==> config.mk <==
export PLATFORM = sky130hd
export DESIGN_NAME = afpa_framer
export DESIGN_NICKNAME = d
export VERILOG_FILES = /design/src/afpa_framer.v /design/src/afpa_phase_mem.v
export VERILOG_INCLUDE_DIRS = /design/src /design/src/shared
export SDC_FILE = /design/constraint.sdc
export NUM_CORES = 2
export LEC_CHECK = 0
export ABC_AREA = 1
export BUFFER_PORTS_ARGS = -buffer_cell sky130_fd_sc_hd__buf_2
export CORE_AREA = 2 2 266 268
export DETAILED_ROUTE_END_ITERATION = 10
export DIE_AREA = 0 0 268 270
export GPL_TIMING_DRIVEN = 0
export PLACE_DENSITY_LB_ADDON = 0.12
export SETUP_SLACK_MARGIN = 0.1
export SYNTH_ARGS = -nofsm -noshare
export SYNTH_HDL_FRONTEND = slang
export SYNTH_SLANG_ARGS = --single-unit
==> constraint.sdc <==
create_clock -name core_clk -period 16.1 [get_ports core_clk]
set_input_delay 4.025 -clock core_clk [delete_from_list [all_inputs] [get_ports core_clk]]
set_output_delay 4.025 -clock core_clk [all_outputs]
set_load 0.005 [all_outputs]
==> src/shared/afpa_consts.vh <==
`ifndef AFPA_CONSTS_VH
`define AFPA_CONSTS_VH

// Strap-selected lane layouts
`define AFPA_LAYOUT_8LANE 2'h0
`define AFPA_LAYOUT_2LANE 2'h1
`define AFPA_LAYOUT_1LANE 2'h2

// Result word: 8-bit header then 16-bit value
`define AFPA_WORD_BITS 24
`define AFPA_DATA_BITS 16
`define AFPA_FILT_BITS 24
`define AFPA_NUM_CH 8

// Header field positions
`define AFPA_HDR_FATAL 7
`define AFPA_HDR_UNSETTLED 6
`define AFPA_HDR_REPEAT 5
`define AFPA_HDR_KIND 4
`define AFPA_HDR_CLIP 3
`define AFPA_HDR_CH_MSB 2

// Clipping limits of the 16-bit two's complement value
`define AFPA_POS_FULL 16'h7fff
`define AFPA_NEG_FULL 16'h8000

// Decimation select codes
`define AFPA_DEC_X32 3'h0
`define AFPA_DEC_X64 3'h1
`define AFPA_DEC_X128 3'h2
`define AFPA_DEC_X256 3'h3
`define AFPA_DEC_X512 3'h4
`define AFPA_DEC_X1024 3'h5

// Timing counts in core clock cycles and in result words
`define AFPA_BCLK_HALF 2
`define AFPA_MOD_DIV 4
`define AFPA_SETTLE_WB 6'h05
`define AFPA_SETTLE_S5 6'h02

`endif

==> src/afpa_framer.v <==
`timescale 1ns/1ps
`include "afpa_consts.vh"

// Function
// - Straps sampled once after reset, then frozen
// - Straps 00: one lane per channel
// - Straps 01: ch0-3 lane0, ch4-7 lane1
// - Upper strap high: all channels lane0
// - 24-bit result: header then 16-bit value
// - Strobe and lanes change on clock rise
// - Header: fault, unsettled, repeat, kind, clip, channel
// - Fatal fault sticky until reset
// - Clock lost forces zero values
// - Unsettled set until settle delay elapsed
// - Repeated slot: flag set, zero data
// - Kind bit: 0 wideband, 1 sinc5
// - Pin mode: one filter pin for all
// - Clip at full scale and flag it
// - Per-channel sync delay, default zero
// - Offset field bits and step per decimation
// - Sinc5: first strobe waits smallest offset
// - Delayed sinc5 channel settles one word later
// - All channels wideband: wait for largest offset
// - Strobe low one bit before header
// - Device drives data, clock and strobe
module afpa_framer #(
	parameter BCLK_HALF = `AFPA_BCLK_HALF,
	parameter MOD_DIV = `AFPA_MOD_DIV,
	parameter [5:0] SETTLE_WB = `AFPA_SETTLE_WB,
	parameter [5:0] SETTLE_S5 = `AFPA_SETTLE_S5
) (
	input wire core_clk,
	input wire arst_n,
	input wire lane_layout_strap_lo,
	input wire lane_layout_strap_hi,
	input wire sync_in_n,
	input wire serial_ctrl_mode,
	input wire filter_sel_pin,
	input wire [2:0] dec_sel,
	input wire [7:0] chan_filter_sinc5,
	input wire phase_wr_en,
	input wire [2:0] phase_addr,
	input wire [7:0] phase_wr_data,
	output wire [7:0] phase_rd_data,
	input wire ext_clk_lost,
	input wire cfg_bit_upset,
	input wire crc_mismatch,
	input wire filt_valid,
	input wire [191:0] filt_value,
	input wire [7:0] filt_repeat,
	output reg [7:0] filt_restart_ff,
	output reg bit_shift_clock,
	output reg frame_strobe_n,
	output reg [7:0] serial_result_lane,
	output reg [7:0] serial_result_lane_oe,
	output reg fatal_fault_flag
);
	localparam ST_IDLE = 3'h1;
	localparam ST_STROBE = 3'h2;
	localparam ST_SHIFT = 3'h4;
	localparam NCH = `AFPA_NUM_CH;
	localparam FRAME_BITS = NCH * `AFPA_WORD_BITS;

	// Pin synchronisers: first stage read only by the second
	reg [1:0] strap_lo_sy_ff, strap_hi_sy_ff, mode_sy_ff, fsel_sy_ff;
	reg [2:0] sync_sy_ff;
	always @(posedge core_clk or negedge arst_n) begin
		if (!arst_n) begin
			strap_lo_sy_ff <= 2'h0;
			strap_hi_sy_ff <= 2'h0;
			mode_sy_ff <= 2'h0;
			fsel_sy_ff <= 2'h0;
			sync_sy_ff <= 3'h7;
		end else begin
			strap_lo_sy_ff <= {strap_lo_sy_ff[0], lane_layout_strap_lo};
			strap_hi_sy_ff <= {strap_hi_sy_ff[0], lane_layout_strap_hi};
			mode_sy_ff <= {mode_sy_ff[0], serial_ctrl_mode};
			fsel_sy_ff <= {fsel_sy_ff[0], filter_sel_pin};
			sync_sy_ff <= {sync_sy_ff[1:0], sync_in_n};
		end
	end
	// Sync acts on the release edge of the low pulse
	wire sync_rise = sync_sy_ff[1] & ~sync_sy_ff[2];

	// Straps are caught once, after the synchroniser has filled
	reg [1:0] strap_wait_ff;
	reg [1:0] layout_ff;
	always @(posedge core_clk or negedge arst_n) begin
		if (!arst_n) begin
			strap_wait_ff <= 2'h0;
			layout_ff <= `AFPA_LAYOUT_8LANE;
		end else if (strap_wait_ff != 2'h3) begin
			strap_wait_ff <= strap_wait_ff + 2'h1;
			if (strap_wait_ff == 2'h2) begin
				if (strap_hi_sy_ff[1]) begin
					layout_ff <= `AFPA_LAYOUT_1LANE;
				end else if (strap_lo_sy_ff[1]) begin
					layout_ff <= `AFPA_LAYOUT_2LANE;
				end else begin
					layout_ff <= `AFPA_LAYOUT_8LANE;
				end
			end
		end
	end
	wire straps_done = (strap_wait_ff == 2'h3);

	// Filter kind per channel
	wire [7:0] kind_sinc5 = mode_sy_ff[1] ? chan_filter_sinc5 : {8{fsel_sy_ff[1]}};
	wire all_wb = (kind_sinc5 == 8'h00);

	// Fatal fault flag holds until reset
	always @(posedge core_clk or negedge arst_n) begin
		if (!arst_n) begin
			fatal_fault_flag <= 1'b0;
		end else if (ext_clk_lost | cfg_bit_upset | crc_mismatch) begin
			fatal_fault_flag <= 1'b1;
		end
	end

	// Bit clock divider and modulator tick
	reg [7:0] bdiv_ff;
	reg [7:0] mdiv_ff;
	wire bdiv_end = (bdiv_ff == BCLK_HALF[7:0] - 8'h1);
	wire bit_rise = bdiv_end & ~bit_shift_clock;
	wire mod_tick = (mdiv_ff == MOD_DIV[7:0] - 8'h1);
	always @(posedge core_clk or negedge arst_n) begin
		if (!arst_n) begin
			bdiv_ff <= 8'h00;
			mdiv_ff <= 8'h00;
			bit_shift_clock <= 1'b0;
		end else begin
			bdiv_ff <= bdiv_end ? 8'h00 : bdiv_ff + 8'h01;
			mdiv_ff <= mod_tick ? 8'h00 : mdiv_ff + 8'h01;
			if (bdiv_end) begin
				bit_shift_clock <= ~bit_shift_clock;
			end
		end
	end

	// Phase offsets: scan memory after reset or sync
	reg scan_ff;
	reg boot_ff;
	reg [3:0] scan_idx_ff;
	wire [7:0] mem_rd;
	wire [2:0] mem_raddr = scan_ff ? scan_idx_ff[2:0] : phase_addr;
	assign phase_rd_data = mem_rd;

	afpa_phase_mem #(
		.DEPTH(NCH),
		.AW(3),
		.DW(8)
	) u_mem (
		.clk(core_clk),
		.wr_en(phase_wr_en),
		.wr_addr(phase_addr),
		.wr_data(phase_wr_data),
		.rd_addr(mem_raddr),
		.rd_data(mem_rd)
	);

	// Offset field to modulator periods
	function [9:0] eff_delay;
		input [7:0] ph;
		input [2:0] dec;
		begin
			case (dec)
				`AFPA_DEC_X32: eff_delay = {5'h00, ph[7:3]};
				`AFPA_DEC_X64: eff_delay = {4'h0, ph[7:2]};
				`AFPA_DEC_X128: eff_delay = {3'h0, ph[7:1]};
				`AFPA_DEC_X512: eff_delay = {1'b0, ph, 1'b0};
				`AFPA_DEC_X1024: eff_delay = {ph, 2'h0};
				default: eff_delay = {2'h0, ph};
			endcase
		end
	endfunction

	reg [9:0] dly_ff [0:NCH-1];
	reg run_ff;
	reg [9:0] ph_cnt_ff;
	reg [7:0] armed_ff;
	integer k;
	always @(posedge core_clk or negedge arst_n) begin
		if (!arst_n) begin
			scan_ff <= 1'b0;
			boot_ff <= 1'b1;
			scan_idx_ff <= 4'h0;
			run_ff <= 1'b0;
			ph_cnt_ff <= 10'h000;
			for (k = 0; k < NCH; k = k + 1) begin
				dly_ff[k] <= 10'h000;
			end
		end else begin
			boot_ff <= 1'b0;
			if (sync_rise | boot_ff) begin
				scan_ff <= 1'b1;
				scan_idx_ff <= 4'h0;
				run_ff <= 1'b0;
				ph_cnt_ff <= 10'h000;
			end else if (scan_ff) begin
				if (scan_idx_ff != 4'h0) begin
					dly_ff[scan_idx_ff[2:0] - 3'h1] <= eff_delay(mem_rd, dec_sel);
				end
				scan_idx_ff <= scan_idx_ff + 4'h1;
				if (scan_idx_ff == 4'h8) begin
					scan_ff <= 1'b0;
					run_ff <= 1'b1;
				end
			end else if (run_ff) begin
				if (&armed_ff) begin
					run_ff <= 1'b0;
				end else if (mod_tick) begin
					ph_cnt_ff <= ph_cnt_ff + 10'h001;
				end
			end
		end
	end

	// Smallest and largest offset
	reg [9:0] dmin, dmax;
	integer m;
	always @* begin
		dmin = dly_ff[0];
		dmax = dly_ff[0];
		for (m = 1; m < NCH; m = m + 1) begin
			if (dly_ff[m] < dmin) begin
				dmin = dly_ff[m];
			end
			if (dly_ff[m] > dmax) begin
				dmax = dly_ff[m];
			end
		end
	end

	// Frames are held off until the gating channel is ready
	wire gate_open = all_wb ? (&armed_ff) : (|armed_ff);
	reg [2:0] st_ff;
	wire load_any = filt_valid & gate_open & ~scan_ff & straps_done & (st_ff == ST_IDLE);

	// Per-channel arming, restart and settle tracking
	reg [5:0] settle_ff [0:NCH-1];
	wire [FRAME_BITS-1:0] word_w;
	genvar g;
	generate
		for (g = 0; g < NCH; g = g + 1) begin : g_ch
			wire [9:0] thr = all_wb ? dmax : dly_ff[g];
			// Arming only on modulator ticks keeps relative delays whole steps
			wire arm_now = run_ff & mod_tick & ~armed_ff[g] & (ph_cnt_ff >= thr);
			wire [5:0] settle_base = kind_sinc5[g] ? SETTLE_S5 : SETTLE_WB;
			wire late = kind_sinc5[g] & (dly_ff[g] > dmin);
			wire signed [23:0] v = filt_value[24*g +: 24];
			wire clip_hi = (v > $signed({8'h00, `AFPA_POS_FULL}));
			wire clip_lo = (v < $signed({8'hff, `AFPA_NEG_FULL}));
			wire [15:0] clipped = clip_hi ? `AFPA_POS_FULL :
				(clip_lo ? `AFPA_NEG_FULL : v[15:0]);
			wire zero_val = ext_clk_lost | filt_repeat[g];
			wire unsettled = ~armed_ff[g] | (settle_ff[g] != 6'h00);
			wire [7:0] hdr = {fatal_fault_flag | ext_clk_lost, unsettled, filt_repeat[g],
				kind_sinc5[g], clip_hi | clip_lo, g[2:0]};

			always @(posedge core_clk or negedge arst_n) begin
				if (!arst_n) begin
					armed_ff[g] <= 1'b0;
					filt_restart_ff[g] <= 1'b0;
					settle_ff[g] <= 6'h00;
				end else begin
					filt_restart_ff[g] <= arm_now;
					if (sync_rise | boot_ff) begin
						armed_ff[g] <= 1'b0;
					end else if (arm_now) begin
						armed_ff[g] <= 1'b1;
						settle_ff[g] <= settle_base + {5'h00, late};
					end else if (load_any & armed_ff[g] & (settle_ff[g] != 6'h00)) begin
						settle_ff[g] <= settle_ff[g] - 6'h01;
					end
				end
			end

			assign word_w[FRAME_BITS-1-24*g -: 24] = {hdr, zero_val ? 16'h0000 : clipped};
		end
	endgenerate

	// Frame engine: strobe, then shift on each bit clock rise
	reg [FRAME_BITS-1:0] sh_ff;
	reg [7:0] cnt_ff;
	reg pend_ff;
	wire [7:0] last_bit = (layout_ff == `AFPA_LAYOUT_8LANE) ? 8'h17 :
		((layout_ff == `AFPA_LAYOUT_2LANE) ? 8'h5f : 8'hbf);
	reg [7:0] taps;
	reg [7:0] oe_w;
	integer t;
	always @* begin
		taps = 8'h00;
		oe_w = 8'h00;
		case (layout_ff)
			`AFPA_LAYOUT_8LANE: begin
				for (t = 0; t < NCH; t = t + 1) begin
					taps[t] = sh_ff[FRAME_BITS-1-24*t];
				end
				oe_w = 8'hff;
			end
			`AFPA_LAYOUT_2LANE: begin
				taps[0] = sh_ff[FRAME_BITS-1];
				taps[1] = sh_ff[FRAME_BITS/2-1];
				oe_w = 8'h03;
			end
			default: begin
				taps[0] = sh_ff[FRAME_BITS-1];
				oe_w = 8'h01;
			end
		endcase
	end

	always @(posedge core_clk or negedge arst_n) begin
		if (!arst_n) begin
			st_ff <= ST_IDLE;
			sh_ff <= {FRAME_BITS{1'b0}};
			cnt_ff <= 8'h00;
			pend_ff <= 1'b0;
			frame_strobe_n <= 1'b1;
			serial_result_lane <= 8'h00;
			serial_result_lane_oe <= 8'h00;
		end else begin
			if (straps_done) begin
				serial_result_lane_oe <= oe_w;
			end
			case (st_ff)
				ST_IDLE: begin
					if (load_any) begin
						sh_ff <= word_w;
						pend_ff <= 1'b1;
					end else if (bit_rise & pend_ff) begin
						pend_ff <= 1'b0;
						frame_strobe_n <= 1'b0;
						st_ff <= ST_STROBE;
					end
				end
				ST_STROBE: begin
					if (bit_rise) begin
						frame_strobe_n <= 1'b1;
						serial_result_lane <= taps;
						sh_ff <= {sh_ff[FRAME_BITS-2:0], 1'b0};
						cnt_ff <= last_bit;
						st_ff <= ST_SHIFT;
					end
				end
				ST_SHIFT: begin
					if (bit_rise) begin
						if (cnt_ff == 8'h00) begin
							serial_result_lane <= 8'h00;
							st_ff <= ST_IDLE;
						end else begin
							serial_result_lane <= taps;
							sh_ff <= {sh_ff[FRAME_BITS-2:0], 1'b0};
							cnt_ff <= cnt_ff - 8'h01;
						end
					end
				end
				default: begin
					st_ff <= ST_IDLE;
				end
			endcase
		end
	end
endmodule

==> src/afpa_phase_mem.v <==
`timescale 1ns/1ps
// Eight phase delay words, registered read port.
module afpa_phase_mem #(
	parameter DEPTH = 8,
	parameter AW = 3,
	parameter DW = 8
) (
	input wire clk,
	input wire wr_en,
	input wire [AW-1:0] wr_addr,
	input wire [DW-1:0] wr_data,
	input wire [AW-1:0] rd_addr,
	output reg [DW-1:0] rd_data
);
	reg [DW-1:0] mem [0:DEPTH-1];
	integer i;

	// Default contents are zero offsets, so all channels answer sync together
	initial begin
		for (i = 0; i < DEPTH; i = i + 1) begin
			mem[i] = {DW{1'b0}};
		end
		rd_data = {DW{1'b0}};
	end

	always @(posedge clk) begin
		if (wr_en) begin
			mem[wr_addr] <= wr_data;
		end
		rd_data <= mem[rd_addr];
	end
endmodule

==> reports/metrics.yaml <==
cts_tree: "yes"
status: "finished, final reports clean"
vias_per_cell: 5.33
async_flop_share: 0.851
yosysSeqAreaShare: 0.397
synth_nets: 4493
drcViolationCount: 0
cts-root-buf: "clkbuf_16"
initialDrtViolationCount: 2049
muxShareOfSynthArea: 0.00978
min_period_ps: 14590
critPathMaxFanout: 10
hold_depth: 0
setup.worst_path.class: "reg2reg"
start_util: 0.447
cts_inserted_buffers: 51
wirelength_um: 96500
synth_fa_ha_area_frac: 0.118
reg2reg_depth: 78
htreeDepth: 2
ys_top_cells_by_area: "dfrtp_1 33%, ha_1 12%, nand2_1 9.7%, o21ai_0 9.5%, edfxtp_1 6.2%"
die_area_um2: 72400
crit_path_frequent_cell: "nand2_1"
dpl.hpwl_um: 74200
syn_avg_cell_area_um2: 7.84
clk-insertion-delay-late_ps: 600
post_drt_wl_per_cell_um: 18.2
fill_cells: 6854
rows: 97
yosys_most_used_dff: "dfrtp_1"
relSlewSlack: 0.0402
place_area_um2: 33800
slowest_stage: "dfrtp_1"
synthCells: 3967
gp_congestion: 0.934
fmax_mhz: 68.5
cp_slowest_stage_delay_ps: 460
nNetsFinal: 4850
synth_cell_types: 57
synth_warnings: 0
clk_pin_slew_ps: 60
core-area_um2: 69500
io_pins: 269
finClkSkew_ps: 26.3
grt_pass1_wl_um: 151000
final_cell_mix: "801 x nand2_1, 571 x o21ai_0, 498 x inv_1"
utilization: 0.514
synth_largest_area_cell: "dfrtp_1"
grt_antenna_before_repair: 7
drive_above_1_share: 0.128
ant_nets: 0
hold_class: "reg2reg"
area_delta_synth_final_pct: 15.0
synth_simple_gate_area_share: 0.196
grt_usage: 0.267
cts_sinks: 482
yosys_register_bits: 482
cap_violations: 0
die_w_um: 268
stdcell_area_um2: 35800
synth_xor_area_frac: 0.00676
fin_crit_sh: 0.906
setup_viol: 0
hold_violations: 0
overflow: 0
cp-end-kind: "flip-flop"
final_common_cell: "nand2_1"
grt_max_degree: 92
vias: 28312
worstSetupStartpointType: "flip-flop"
arrival_ps: 15050
io_buffers: 268
synth_top_family_by_area: "simple AND/OR/NAND/NOR gates"
cts_buffer_depth: 3
drt_pass1_iterations: 6
synth_compound_area_frac: 0.192
cp.required_ps: 16560
grt_pass1_vias: 27213
synth_area_um2: 31100
slew_viol_final: 0
yosysTopAreaCellShare: 0.325
die_height_um: 270
rsz0062_at_grt: "true"
synth_edf_count: 64
tightestPinTransition_ps: 1440
metal layers:
layer	up-vias	part of all wire	track usage
li1	14060	-	-
met2	789	0.47	0.438
met4	8	0.033	0.0860
met5	-	0.00053	0
met3	189	0.053	0.0346
met1	13266	0.45	0.365
kinds of logic (layout without fill, tap and decap cells):
family / count (synthesis) / after routing
other cells: 1 / 3
simple gates: 1406 / 1406
xor+xnor: 24 / 24
compound gates: 1077 / 1077
fa+ha+maj: 292 / 292
mux: 27 / 27
flops: 482 / 482
buf+inv: 658 / 1057
area by class of cell:
cell class / instances / area (µm²) / share of cell area
diodes: 2 / 5.00 / 0.000140
plain buffers: 146 / 629 / 0.0176
clock buffers: 72 / 1510 / 0.0421
clock inverters: 23 / 218 / 0.00609
inverters: 512 / 1930 / 0.0539
multi-input cells: 2827 / 16200 / 0.454
flip-flops and latches: 482 / 12400 / 0.346
well taps: 940 / 1180 / 0.0329
repair buffers: 304 / 1700 / 0.0476
worst max-delay path: cells and delay by family, from the launching register on:
family	cells	cell delay (ps)
fa+ha+maj	8	2650
buf+inv	13	3100
flops	1	460
compound gates	30	5480
simple gates	27	2730
final timing paths:
path | slack (ps) | from | to
hold reg to reg | 350 | strap_lo_sy_ff[0] | strap_lo_sy_ff[1]
setup reg to reg | 1510 | dly_ff[65] | settle_ff[12]
setup / recovery | 1510 | dly_ff[65] | settle_ff[12]
min in group asynchronous | 3400 | arst_n | dly_ff[0]
hold / removal | 350 | strap_lo_sy_ff[0] | strap_lo_sy_ff[1]
max in group asynchronous | 11410 | arst_n | bdiv_ff[0]
flip-flops by register name (all words and copies together), names as in the netlist, 3 cells and up:
register and count:
sh_ff 192, sync_sy_ff 3, u_mem.rd_data 8, u_mem.mem 64, scan_idx_ff 4, armed_ff 8, serial_result_lane_oe 3, serial_result_lane 8
settle_ff 48, mdiv_ff 8, bdiv_ff 8, ph_cnt_ff 10, cnt_ff 8, st_ff 3, filt_restart_ff 8, dly_ff 80
per-stage QoR:
step                      setup TNS, ps  std cells  hold slack (ps)  setup slack (ps)
after floorplan                       0       3967              331              2700
after global placement                0       5175              334               251
after detailed placement              0       5188              335               188
after CTS                             0       5283              349               127
after global routing              -6.54       5307              348             -6.54
final                                 0       5308              348              1510
synthesized netlist by cell type, drive strengths merged (33+ instances only):
| cell | count |
|---|---|
| a21oi | 242 |
| a31oi | 41 |
| clkbuf | 126 |
| dfrtp | 404 |
| edfxtp | 64 |
| ha | 292 |
| inv | 510 |
| nand2 | 833 |
| nand3 | 118 |
| nand4 | 48 |
| nor2 | 316 |
| nor3 | 33 |
| o21a | 57 |
| o21ai | 599 |
timing repair:
item,4_1_cts,5_1_grt
endpoints found under the setup margin,0,64
endpoints found under the hold margin,0,0
buffers inserted,0,23
resized for setup,0,55
hold buffers,0,0
Power is not shown: default switching activity piles up to over one toggle a cycle in this logic, so the estimate is an artifact.
